**src/include/pld_defs.svh**
```systemverilog
`ifndef PLD_DEFS_SVH
`define PLD_DEFS_SVH
// Operation
// (RQ1) two independent channels, each an 8-bit duty value driving its own pin
// (RQ2) duty zero keeps that pin low for the whole period
// (RQ3) nonzero duty N keeps the pin high for N/256 of each period
// (RQ4) written duty reaches the comparator only at the end of a full period
// (RQ5) channel A speed bit: set gives 4096 timer ticks, clear gives 256
// (RQ6) channel B speed bit: set gives 4096 timer ticks, clear gives 256
// (RQ7) one duty step is 4 CPU clocks fast, 64 CPU clocks slow
// (RQ8) timer clock pacing both channels is the CPU clock divided by four
// (RQ9) speed change alters period length only, resolution stays 256 steps
// (RQ10) software sets speed bits before writing duty; speed bits act at once
// (RQ11) period count comes from the timer counter; its reset disturbs both outputs
// (RQ12) power-on or external reset clears both duty values, outputs stay low
// (RQ13) light idle mode leaves both waveforms running unchanged
// (RQ14) halt freezes each output level; interrupt wake resumes modulation
// (RQ15) system slow bit runs the bus clock, and timer, 16 times slower; here only the CPU tick and timer slow, the bus stays on SYS_CLK_I
// (RQ16) system slow bit cleared by reset and on halt entry
// (RQ17) output high from period start when duty nonzero, low once step reaches duty

// register indices; byte address is four times the index
`define PLD_IDX_LEN_A     6'h0A
`define PLD_IDX_LEN_B     6'h0B
`define PLD_IDX_MISC      6'h0C
`define PLD_IDX_STAT      6'h0D

// misc control fields
`define PLD_BIT_SPEED_A   3
`define PLD_BIT_SPEED_B   2
`define PLD_BIT_SLOW      1

// status fields
`define PLD_STAT_ACT_A_LSB 0
`define PLD_STAT_ACT_B_LSB 8
`define PLD_BIT_STAT_HALT  16

// reset values
`define PLD_RST_DUTY      8'h00
`define PLD_RST_BIT       1'b0

// timing counts
`define PLD_SM_DIV        16
`define PLD_TIMER_DIV     4
`define PLD_FAST_TICKS    256
`define PLD_SLOW_TICKS    4096
`define PLD_TIMER_W       16

`endif

```
**src/include/pld_pkg.sv**
```systemverilog
package pld_pkg;

  typedef enum logic {
    PWR_RUN,
    PWR_HALT
  } pld_pwr_t;

  typedef logic [7:0] pld_duty_t;

endpackage : pld_pkg

```
**src/core/pld_channel.sv**
```systemverilog
`timescale 1ns/1ns
`default_nettype none
module pld_channel #(
  parameter int DUTY_W = 8,
  parameter int CNT_W  = 12
) (
  // clock and reset
  input  wire logic              clk_i,
  input  wire logic              rst_n_i,
  // timebase
  input  wire logic              tick_i,
  input  wire logic [CNT_W-1:0]  cnt_i,
  input  wire logic              slow_i,
  // duty
  input  wire logic [DUTY_W-1:0] duty_buf_i,
  output logic      [DUTY_W-1:0] active_o,
  // pin
  output logic                   pulse_o
);

  logic [DUTY_W-1:0] step;
  logic              last;

  // slow mode uses the upper count bits: 16 timer ticks per step
  assign step = slow_i ? cnt_i[CNT_W-1:CNT_W-DUTY_W] : cnt_i[DUTY_W-1:0]; // RQ7 RQ9
  assign last = slow_i ? (&cnt_i) : (&cnt_i[DUTY_W-1:0]); // RQ5 RQ6

  always_ff @(posedge clk_i or negedge rst_n_i) begin
    if (!rst_n_i) begin
      active_o <= '0; // RQ12
    end else if (tick_i && last) begin
      active_o <= duty_buf_i; // RQ4
    end
  end

  // frozen when no tick, counter clear or slow_i change arrives, since count, slow_i and active all hold
  always_ff @(posedge clk_i or negedge rst_n_i) begin
    if (!rst_n_i) begin
      pulse_o <= 1'b0;
    end else begin
      pulse_o <= (active_o != '0) && (step < active_o); // RQ2 RQ3 RQ17
    end
  end

endmodule : pld_channel
`default_nettype wire

```
**src/core/pld_dac_top.sv**
```systemverilog
// The Wishbone interface to the registers is this design's own decision.
`timescale 1ns/1ns
`default_nettype none
`include "pld_defs.svh"
module pld_dac_top #(
  parameter int TIMER_W = `PLD_TIMER_W
) (
  // clock and reset
  input  wire logic        SYS_CLK_I,
  input  wire logic        RESETN_I,
  // wishbone slave
  input  wire logic        WB_CYC_I,
  input  wire logic        WB_STB_I,
  input  wire logic        WB_WE_I,
  input  wire logic [7:0]  WB_ADR_I,
  input  wire logic [3:0]  WB_SEL_I,
  input  wire logic [31:0] WB_DAT_I,
  output logic      [31:0] WB_DAT_O,
  output logic             WB_ACK_O,
  // power control from the core
  input  wire logic        HALT_ENTER_I,
  input  wire logic        WAKE_IRQ_I,
  // timer counter control
  input  wire logic        TIMER_CNT_RST_I,
  // pins
  output logic             PULSE_OUT_A_O,
  output logic             PULSE_OUT_B_O,
  // system state
  output logic             SYSTEM_SLOW_O,
  output logic             HALTED_O
);

  ////////////////////////////////////////////////////////////////////////////
  // declarations

  pld_pkg::pld_pwr_t  pwr_ff;
  pld_pkg::pld_pwr_t  nxt_pwr;
  pld_pkg::pld_duty_t len_a_ff;
  pld_pkg::pld_duty_t len_b_ff;
  pld_pkg::pld_duty_t act_a;
  pld_pkg::pld_duty_t act_b;
  logic               speed_sel_a_ff;
  logic               speed_sel_b_ff;
  logic               system_slow_ff;
  logic [TIMER_W-1:0] timer_cnt_ff;
  logic               timer_tick;
  logic               pulse_a;
  logic               pulse_b;
  logic               run;
  logic               acc;
  logic               wr;
  logic               wr_lo;
  logic [5:0]         idx;
  logic [31:0]        nxt_rdata;
  logic [7:0]         misc_rd;
  logic [31:0]        stat_rd;
  logic               wr_len_a;
  logic               wr_len_b;
  logic               wr_misc;
  logic               halt_req;
  logic               chan_tick;
  logic [11:0]        chan_cnt;

  ////////////////////////////////////////////////////////////////////////////
  // wishbone decode

  // one access per cycle pair: ack drops the cycle after it is given
  assign acc   = WB_CYC_I && WB_STB_I && !WB_ACK_O;
  assign wr    = acc && WB_WE_I;
  assign wr_lo = wr && WB_SEL_I[0];
  assign idx   = WB_ADR_I[7:2];

  // one strobe per register keeps the write decode in one place
  assign wr_len_a = wr_lo && (idx == `PLD_IDX_LEN_A);
  assign wr_len_b = wr_lo && (idx == `PLD_IDX_LEN_B);
  assign wr_misc  = wr_lo && (idx == `PLD_IDX_MISC);

  always_ff @(posedge SYS_CLK_I or negedge RESETN_I) begin
    if (!RESETN_I) begin
      WB_ACK_O <= 1'b0;
    end else begin
      WB_ACK_O <= acc;
    end
  end

  ////////////////////////////////////////////////////////////////////////////
  // power state

  assign run      = (pwr_ff == pld_pkg::PWR_RUN);
  assign halt_req = run && HALT_ENTER_I;

  // light idle is not an input here: the block ignores it entirely
  always_comb begin
    nxt_pwr = pwr_ff;
    unique case (pwr_ff)
      pld_pkg::PWR_RUN: begin
        if (HALT_ENTER_I) begin
          nxt_pwr = pld_pkg::PWR_HALT; // RQ14
        end
      end
      pld_pkg::PWR_HALT: begin
        if (WAKE_IRQ_I) begin
          nxt_pwr = pld_pkg::PWR_RUN; // RQ14
        end
      end
    endcase
  end

  always_ff @(posedge SYS_CLK_I or negedge RESETN_I) begin
    if (!RESETN_I) begin
      pwr_ff <= pld_pkg::PWR_RUN;
    end else begin
      pwr_ff <= nxt_pwr;
    end
  end

  always_ff @(posedge SYS_CLK_I or negedge RESETN_I) begin
    if (!RESETN_I) begin
      HALTED_O <= 1'b0;
    end else begin
      HALTED_O <= (nxt_pwr == pld_pkg::PWR_HALT);
    end
  end

  ////////////////////////////////////////////////////////////////////////////
  // duty holding registers

  // bus writes land here; the channel copies them only at period end
  always_ff @(posedge SYS_CLK_I or negedge RESETN_I) begin
    if (!RESETN_I) begin
      len_a_ff <= `PLD_RST_DUTY; // RQ12
    end else if (wr_len_a) begin
      len_a_ff <= WB_DAT_I[7:0]; // RQ4
    end
  end

  always_ff @(posedge SYS_CLK_I or negedge RESETN_I) begin
    if (!RESETN_I) begin
      len_b_ff <= `PLD_RST_DUTY; // RQ12
    end else if (wr_len_b) begin
      len_b_ff <= WB_DAT_I[7:0]; // RQ4
    end
  end

  ////////////////////////////////////////////////////////////////////////////
  // misc control

  // speed bits go straight to the channels, no second stage
  always_ff @(posedge SYS_CLK_I or negedge RESETN_I) begin
    if (!RESETN_I) begin
      speed_sel_a_ff <= `PLD_RST_BIT;
    end else if (wr_misc) begin
      speed_sel_a_ff <= WB_DAT_I[`PLD_BIT_SPEED_A]; // RQ5 RQ10
    end
  end

  always_ff @(posedge SYS_CLK_I or negedge RESETN_I) begin
    if (!RESETN_I) begin
      speed_sel_b_ff <= `PLD_RST_BIT;
    end else if (wr_misc) begin
      speed_sel_b_ff <= WB_DAT_I[`PLD_BIT_SPEED_B]; // RQ6 RQ10
    end
  end

  // halt entry beats a write in the same cycle
  always_ff @(posedge SYS_CLK_I or negedge RESETN_I) begin
    if (!RESETN_I) begin
      system_slow_ff <= `PLD_RST_BIT; // RQ16
    end else if (halt_req) begin
      system_slow_ff <= 1'b0; // RQ16
    end else if (wr_misc) begin
      system_slow_ff <= WB_DAT_I[`PLD_BIT_SLOW]; // RQ15
    end
  end

  always_ff @(posedge SYS_CLK_I or negedge RESETN_I) begin
    if (!RESETN_I) begin
      SYSTEM_SLOW_O <= 1'b0;
    end else begin
      SYSTEM_SLOW_O <= system_slow_ff;
    end
  end

  ////////////////////////////////////////////////////////////////////////////
  // timebase

  pld_tick_gen #(
    .SM_DIV    (`PLD_SM_DIV),
    .TIMER_DIV (`PLD_TIMER_DIV)
  ) u_tick (
    .clk_i        (SYS_CLK_I),
    .rst_n_i      (RESETN_I),
    .run_i        (run),
    .slow_i       (system_slow_ff),
    .timer_tick_o (timer_tick)
  );

  // shared with the programmable timer; clearing it cuts both periods short
  always_ff @(posedge SYS_CLK_I or negedge RESETN_I) begin
    if (!RESETN_I) begin
      timer_cnt_ff <= '0;
    end else if (TIMER_CNT_RST_I) begin
      timer_cnt_ff <= '0; // RQ11
    end else if (timer_tick) begin
      timer_cnt_ff <= timer_cnt_ff + 1'b1; // RQ8 RQ11
    end
  end

  ////////////////////////////////////////////////////////////////////////////
  // channels

  // a counter clear swallows that tick, so no reload on a cut period
  assign chan_tick = timer_tick && !TIMER_CNT_RST_I; // RQ11
  assign chan_cnt  = timer_cnt_ff[11:0];

  pld_channel #(
    .DUTY_W (8),
    .CNT_W  (12)
  ) u_chan_a (
    .clk_i      (SYS_CLK_I),
    .rst_n_i    (RESETN_I),
    .tick_i     (chan_tick),
    .cnt_i      (chan_cnt),
    .slow_i     (speed_sel_a_ff),
    .duty_buf_i (len_a_ff),
    .active_o   (act_a),
    .pulse_o    (pulse_a)
  ); // RQ1

  pld_channel #(
    .DUTY_W (8),
    .CNT_W  (12)
  ) u_chan_b (
    .clk_i      (SYS_CLK_I),
    .rst_n_i    (RESETN_I),
    .tick_i     (chan_tick),
    .cnt_i      (chan_cnt),
    .slow_i     (speed_sel_b_ff),
    .duty_buf_i (len_b_ff),
    .active_o   (act_b),
    .pulse_o    (pulse_b)
  ); // RQ1

  // extra stage keeps pins on top-level flops; adds one clock of lag
  always_ff @(posedge SYS_CLK_I or negedge RESETN_I) begin
    if (!RESETN_I) begin
      PULSE_OUT_A_O <= 1'b0; // RQ12
    end else begin
      PULSE_OUT_A_O <= pulse_a; // RQ13
    end
  end

  always_ff @(posedge SYS_CLK_I or negedge RESETN_I) begin
    if (!RESETN_I) begin
      PULSE_OUT_B_O <= 1'b0; // RQ12
    end else begin
      PULSE_OUT_B_O <= pulse_b; // RQ13
    end
  end

  ////////////////////////////////////////////////////////////////////////////
  // read back

  always_comb begin
    misc_rd                    = 8'h00;
    misc_rd[`PLD_BIT_SPEED_A]  = speed_sel_a_ff;
    misc_rd[`PLD_BIT_SPEED_B]  = speed_sel_b_ff;
    misc_rd[`PLD_BIT_SLOW]     = system_slow_ff;
  end

  always_comb begin
    stat_rd                                         = 32'h0000_0000;
    stat_rd[`PLD_STAT_ACT_A_LSB +: 8]               = act_a;
    stat_rd[`PLD_STAT_ACT_B_LSB +: 8]               = act_b;
    stat_rd[`PLD_BIT_STAT_HALT]                     = !run;
  end

  // unmapped offsets still ack, reading zero and ignoring writes
  always_comb begin
    nxt_rdata = 32'h0000_0000;
    unique case (idx)
      `PLD_IDX_LEN_A: nxt_rdata = {24'h00_0000, len_a_ff};
      `PLD_IDX_LEN_B: nxt_rdata = {24'h00_0000, len_b_ff};
      `PLD_IDX_MISC:  nxt_rdata = {24'h00_0000, misc_rd};
      `PLD_IDX_STAT:  nxt_rdata = stat_rd;
      default:        nxt_rdata = 32'h0000_0000;
    endcase
  end

  always_ff @(posedge SYS_CLK_I or negedge RESETN_I) begin
    if (!RESETN_I) begin
      WB_DAT_O <= 32'h0000_0000;
    end else if (acc && !WB_WE_I) begin
      WB_DAT_O <= nxt_rdata;
    end
  end

endmodule : pld_dac_top
`default_nettype wire

```
**src/core/pld_tick_gen.sv**
```systemverilog
`timescale 1ns/1ns
`default_nettype none
`include "pld_defs.svh"
module pld_tick_gen #(
  parameter int SM_DIV    = `PLD_SM_DIV,
  parameter int TIMER_DIV = `PLD_TIMER_DIV
) (
  // clock and reset
  input  wire logic clk_i,
  input  wire logic rst_n_i,
  // control
  input  wire logic run_i,
  input  wire logic slow_i,
  // tick
  output logic      timer_tick_o
);

  logic [$clog2(SM_DIV)-1:0]    cpu_cnt_ff;
  logic [$clog2(TIMER_DIV)-1:0] tmr_cnt_ff;
  logic                         cpu_tick;

  // halt stops the oscillator, so no tick at all
  assign cpu_tick = run_i && (!slow_i ||
                    (cpu_cnt_ff == ($clog2(SM_DIV))'(SM_DIV - 1))); // RQ15 RQ14

  always_ff @(posedge clk_i or negedge rst_n_i) begin
    if (!rst_n_i) begin
      cpu_cnt_ff <= '0;
    end else if (run_i) begin
      cpu_cnt_ff <= cpu_cnt_ff + 1'b1;
    end
  end

  always_ff @(posedge clk_i or negedge rst_n_i) begin
    if (!rst_n_i) begin
      tmr_cnt_ff <= '0;
    end else if (cpu_tick) begin
      tmr_cnt_ff <= tmr_cnt_ff + 1'b1; // RQ8
    end
  end

  always_ff @(posedge clk_i or negedge rst_n_i) begin
    if (!rst_n_i) begin
      timer_tick_o <= 1'b0;
    end else begin
      timer_tick_o <= cpu_tick &&
                      (tmr_cnt_ff == ($clog2(TIMER_DIV))'(TIMER_DIV - 1)); // RQ8
    end
  end

endmodule : pld_tick_gen
`default_nettype wire

```
**config.mk**
```make
export PLATFORM = sky130hd
export DESIGN_NAME = pld_dac_top
export DESIGN_NICKNAME = d
export VERILOG_FILES = /design/src/include/pld_pkg.sv /design/src/core/pld_channel.sv /design/src/core/pld_dac_top.sv /design/src/core/pld_tick_gen.sv
export VERILOG_INCLUDE_DIRS = /design/src /design/src/include
export SDC_FILE = /design/constraint.sdc
export NUM_CORES = 1
export LEC_CHECK = 0
export ABC_AREA = 1
export ABC_CLOCK_PERIOD_IN_PS = 2400
export BUFFER_PORTS_ARGS = -buffer_cell sky130_fd_sc_hd__buf_4
export CORE_MARGIN = 5
export CORE_UTILIZATION = 54
export CTS_CLUSTER_SIZE = 10
export DETAILED_ROUTE_END_ITERATION = 12
export GPL_TIMING_DRIVEN = 0
export PLACE_DENSITY = 0.79
export SLEW_MARGIN = 20
export SYNTH_ARGS = -nofsm -noshare
export SYNTH_HDL_FRONTEND = slang
export SYNTH_SLANG_ARGS = --single-unit
```
**constraint.sdc**
```tcl
create_clock -name SYS_CLK_I -period 2.4 [get_ports SYS_CLK_I]
set_input_delay 0.48 -clock SYS_CLK_I [delete_from_list [all_inputs] [get_ports SYS_CLK_I]]
set_output_delay 0.48 -clock SYS_CLK_I [all_outputs]
set_load 0.01 [all_outputs]
```
==> flow_summary.toml <==
[setup_path]
worst_setup_path_start_kind = "flip-flop"
worst_ep_required_time_ns = 2.67
cp_data_arrival_time_ns = 2.43
crit_path_end_kind = "flip-flop"
worst-setup-path-type = "reg -> reg"
worstPathMaxFanout = 10

[global_routing]
grt_pass1_wl_mm = 15.7
pin_count_of_the_biggest_net_entering_global_routing = 79
grt_usage = 0.205
gr-total-overflow = 0
first_global_vias = 3311
grt_antenna_before_repair = 0

[drt]
post_drt_wl_per_cell_um = 13.3
number_of_iterations_in_the_first_detailed_routing_pass = 5
vias = 3482
detailedRoute.firstIterationViolations = 307
routed_wirelength_mm = 9.13
post_drt_via_cell_ratio = 5.07
route.detailed.drc = 0
detail-route-antenna-nets = 0

[timing]
total_negative_setup_slacks_ns = 0
unrepaired_setup_endpoints_after_global_routing = "false"
worst_slew_pin_slew_ns = 0.964
worst_slew_margin_rel = 0.358
finalWorstPathRequiredPeriod_ns = 2.16
finalHoldViolations = 0
drv_slew = 0
clock_skew_ns = 0.00960
report.final.setup_viol = 0
fmax_achieved_ghz = 0.463
final.period_utilization = 0.899

[synthesis]
synthDistinctLibCells = 31
synthArstFlopShare = 1.00
synthDominantAreaCellType = "sky130_fd_sc_hd__dfrtp_1"
post-synth-top-area-fraction = 0.481
syn-cell-area_mm2 = 0.00406
top_cells_by_area_synth = "sky130_fd_sc_hd__dfrtp_1 (48%), sky130_fd_sc_hd__nand2_1 (16%), sky130_fd_sc_hd__ha_1 (5.2%)"
synthesis.yosys.warnings = 0
synth_flop_cell = "sky130_fd_sc_hd__dfrtp_1"
synth_area_per_cell_um2 = 7.90
synth_sequential_area_ratio = 0.481
ys_seq_elements = 78
synth_top_cells_by_count = "sky130_fd_sc_hd__nand2_1 (173), sky130_fd_sc_hd__dfrtp_1 (78), sky130_fd_sc_hd__inv_1 (47)"
most_frequently_used_cell_type_in_the_post_synthesis_netlist = "sky130_fd_sc_hd__nand2_1"
synthCells = 514
synth_enable_flop_cells = 0

[die]
dieWidth_um = 96.7
rows = 31
floorplan.core_area_mm2 = 0.00729
die_area_mm2 = 0.00936
boundaryPins = 89
initial_utilization = 0.557
chipHeight_um = 96.7

[place]
io_buffer_count = 44
dp_hpwl_mm = 6.94
gp_routability_congestion = 0.896

[pwr]
power.leakage_nw = 2.50
netSwitchingFraction = 0.261
share_clk_of_total_power = 0.360
internal_power_mw = 2.02
sequentialPowerShare = 0.535
power.combinational.fraction = 0.105
total_power_mw = 2.74
power.density_cell_area_mw_per_mm2 = 574
ir_drop_mv = 0.353
power.switching_uw = 713

[cts]
cts-root-buf = "sky130_fd_sc_hd__clkbuf_8"
cts.clk_slew.worst_paths_ns = 0.08
quantity_of_hold_fixing_buffers_added_after_cts = 0
ctsResizeCount = 0
cts_tree = "built"
cts-root-to-sink-buffers = 2
numClockSinks = 78
number_of_buffers_created_by_cts = 9
clk_latency_worst_skew_pair_ns = 0.35
post_cts.repair.setup_buffers = 0
number_of_levels_in_the_clock_h_tree = 3

[finish]
share_of_post_route_cells_with_drive_strength_above_1 = 0.182
count_of_nets_after_finishing = 652
antenna-diode-count = 0
post-route-util = 0.654
area_delta_synth_final_pct = 17.4
final.fill_count = 643

[run_status]
result_of_the_run = "finished, final reports clean"

[flow_run]
timing.max_cap.violations = 0

[min_path]
timing.hold.worst.class = "in -> async"
[registers in the layout (all words and copies together) (netlist names), 2 cells and up]
signal	flops
WB_DAT_O	17
timer_cnt_ff	12
len_a_ff	8
len_b_ff	8
u_chan_a.active_o	8
u_chan_b.active_o	8
u_tick.cpu_cnt_ff	4
u_tick.tmr_cnt_ff	2
[worst max-delay path, cell delays in order, from the launching register on]
cell and delay, ns:
sky130_fd_sc_hd__dfrtp_1 0.32, sky130_fd_sc_hd__clkbuf_1 0.30, sky130_fd_sc_hd__clkbuf_1 0.36, sky130_fd_sc_hd__o21ai_0 0.18, sky130_fd_sc_hd__ha_1 0.31, sky130_fd_sc_hd__a21oi_1 0.16, sky130_fd_sc_hd__nor2_1 0.07, sky130_fd_sc_hd__o21ai_0 0.16
sky130_fd_sc_hd__nand2_1 0.07, sky130_fd_sc_hd__a21oi_1 0.13
[power groups by stage]
stage,Combinational (mW),Sequential [mW],Clock (mW)
CTS,0.292,1.46,1.00
global route,0.332,1.48,1.06
detailed placement,0.289,1.49,0
floorplan,0.185,1.47,0
finish,0.288,1.46,0.986
global placement,0.275,1.48,0
[final timing paths]
check	slack (ns)	startpoint	endpoint	cells past startpoint
setup / recovery	0.24	speed_sel_b_ff	u_chan_b.pulse_o	9
hold / removal	0.27	RESETN_I	len_a_ff[6]	1
setup reg to reg	0.24	speed_sel_b_ff	u_chan_b.pulse_o	9
hold reg to reg	0.35	u_chan_b.pulse_o	PULSE_OUT_B_O	0
max in group asynchronous	1.49	RESETN_I	u_chan_b.active_o[7]	1
min in group SYS_CLK_I	0.33	TIMER_CNT_RST_I	timer_cnt_ff[2]	2
[layout make-up]
| type | instances | area [um2] | share of cell area |
|---|---|---|---|
| plain buffers | 23 | 154 | 0.0323 |
| clock buffers | 10 | 138 | 0.0289 |
| clock inverters | 6 | 61.3 | 0.0129 |
| inverters | 60 | 225 | 0.0472 |
| multi-input cells | 367 | 1780 | 0.374 |
| flip-flops and latches | 78 | 1950 | 0.409 |
| well taps | 99 | 124 | 0.0260 |
| repair buffers | 44 | 330 | 0.0693 |
[logic make-up after synthesis]
group,count (synthesis),share of synthesized area
buffers and inverters,83,0.0933
and+or+nand+nor,265,0.278
AOI/OAI and AO/OA,65,0.0835
other,1,0.000923
adders and majority gates,17,0.0524
DFF,78,0.481
xor gates and xnor gates,4,0.00863
muxes,1,0.00277
[cells in the final DEF (no fill, tap or decap), types with 3 or more instances in the layout]
| master | Yosys | layout |
|---|---|---|
| sky130_fd_sc_hd__a21oi_1 | 11 | 11 |
| sky130_fd_sc_hd__buf_2 | 3 | 3 |
| sky130_fd_sc_hd__buf_4 | 15 | 59 |
| sky130_fd_sc_hd__clkbuf_1 | 4 | 4 |
| sky130_fd_sc_hd__clkbuf_8 | 0 | 10 |
| sky130_fd_sc_hd__clkinv_2 | 0 | 3 |
| sky130_fd_sc_hd__conb_1 | 1 | 15 |
| sky130_fd_sc_hd__dfrtp_1 | 78 | 78 |
| sky130_fd_sc_hd__ha_1 | 17 | 17 |
| sky130_fd_sc_hd__inv_1 | 47 | 47 |
| sky130_fd_sc_hd__inv_2 | 12 | 12 |
| sky130_fd_sc_hd__nand2_1 | 173 | 173 |
| sky130_fd_sc_hd__nand2_2 | 6 | 6 |
| sky130_fd_sc_hd__nand3_1 | 31 | 31 |
| sky130_fd_sc_hd__nand4_1 | 4 | 4 |
| sky130_fd_sc_hd__nor2_1 | 36 | 36 |
| sky130_fd_sc_hd__nor2_2 | 4 | 4 |
| sky130_fd_sc_hd__nor2_4 | 3 | 3 |
| sky130_fd_sc_hd__nor3_1 | 4 | 4 |
| sky130_fd_sc_hd__o211ai_1 | 4 | 4 |
| sky130_fd_sc_hd__o21ai_0 | 19 | 19 |
| sky130_fd_sc_hd__o21ai_1 | 29 | 29 |
| sky130_fd_sc_hd__xnor2_1 | 3 | 3 |
[per-stage QoR]
stage,instances,hold WS [ns],setup WS [ns],instance area (um2)
4_1_cts,687,0.307,0.293,4770
3_3_place_gp,671,0.332,0.400,4570
5_1_grt,687,0.328,0.0687,4770
2_1_floorplan,528,0.184,0.665,4110
3_5_place_dp,671,0.341,0.321,4570
6_report,687,0.268,0.242,4770
[routing by layer]
| metal | track usage | up-vias | part of all wire | routed length [um] |
|---|---|---|---|---|
| met5 | 0 | - | 0 | 0 |
| met2 | 0.335 | 121 | 0.49 | 4460 |
| li1 | - | 1739 | - | - |
| met1 | 0.269 | 1613 | 0.43 | 3950 |
| met4 | 0.0788 | 0 | 0.013 | 119 |
| met3 | 0.0388 | 9 | 0.065 | 595 |
No activity file was read; power rests on OpenSTA's default activity.
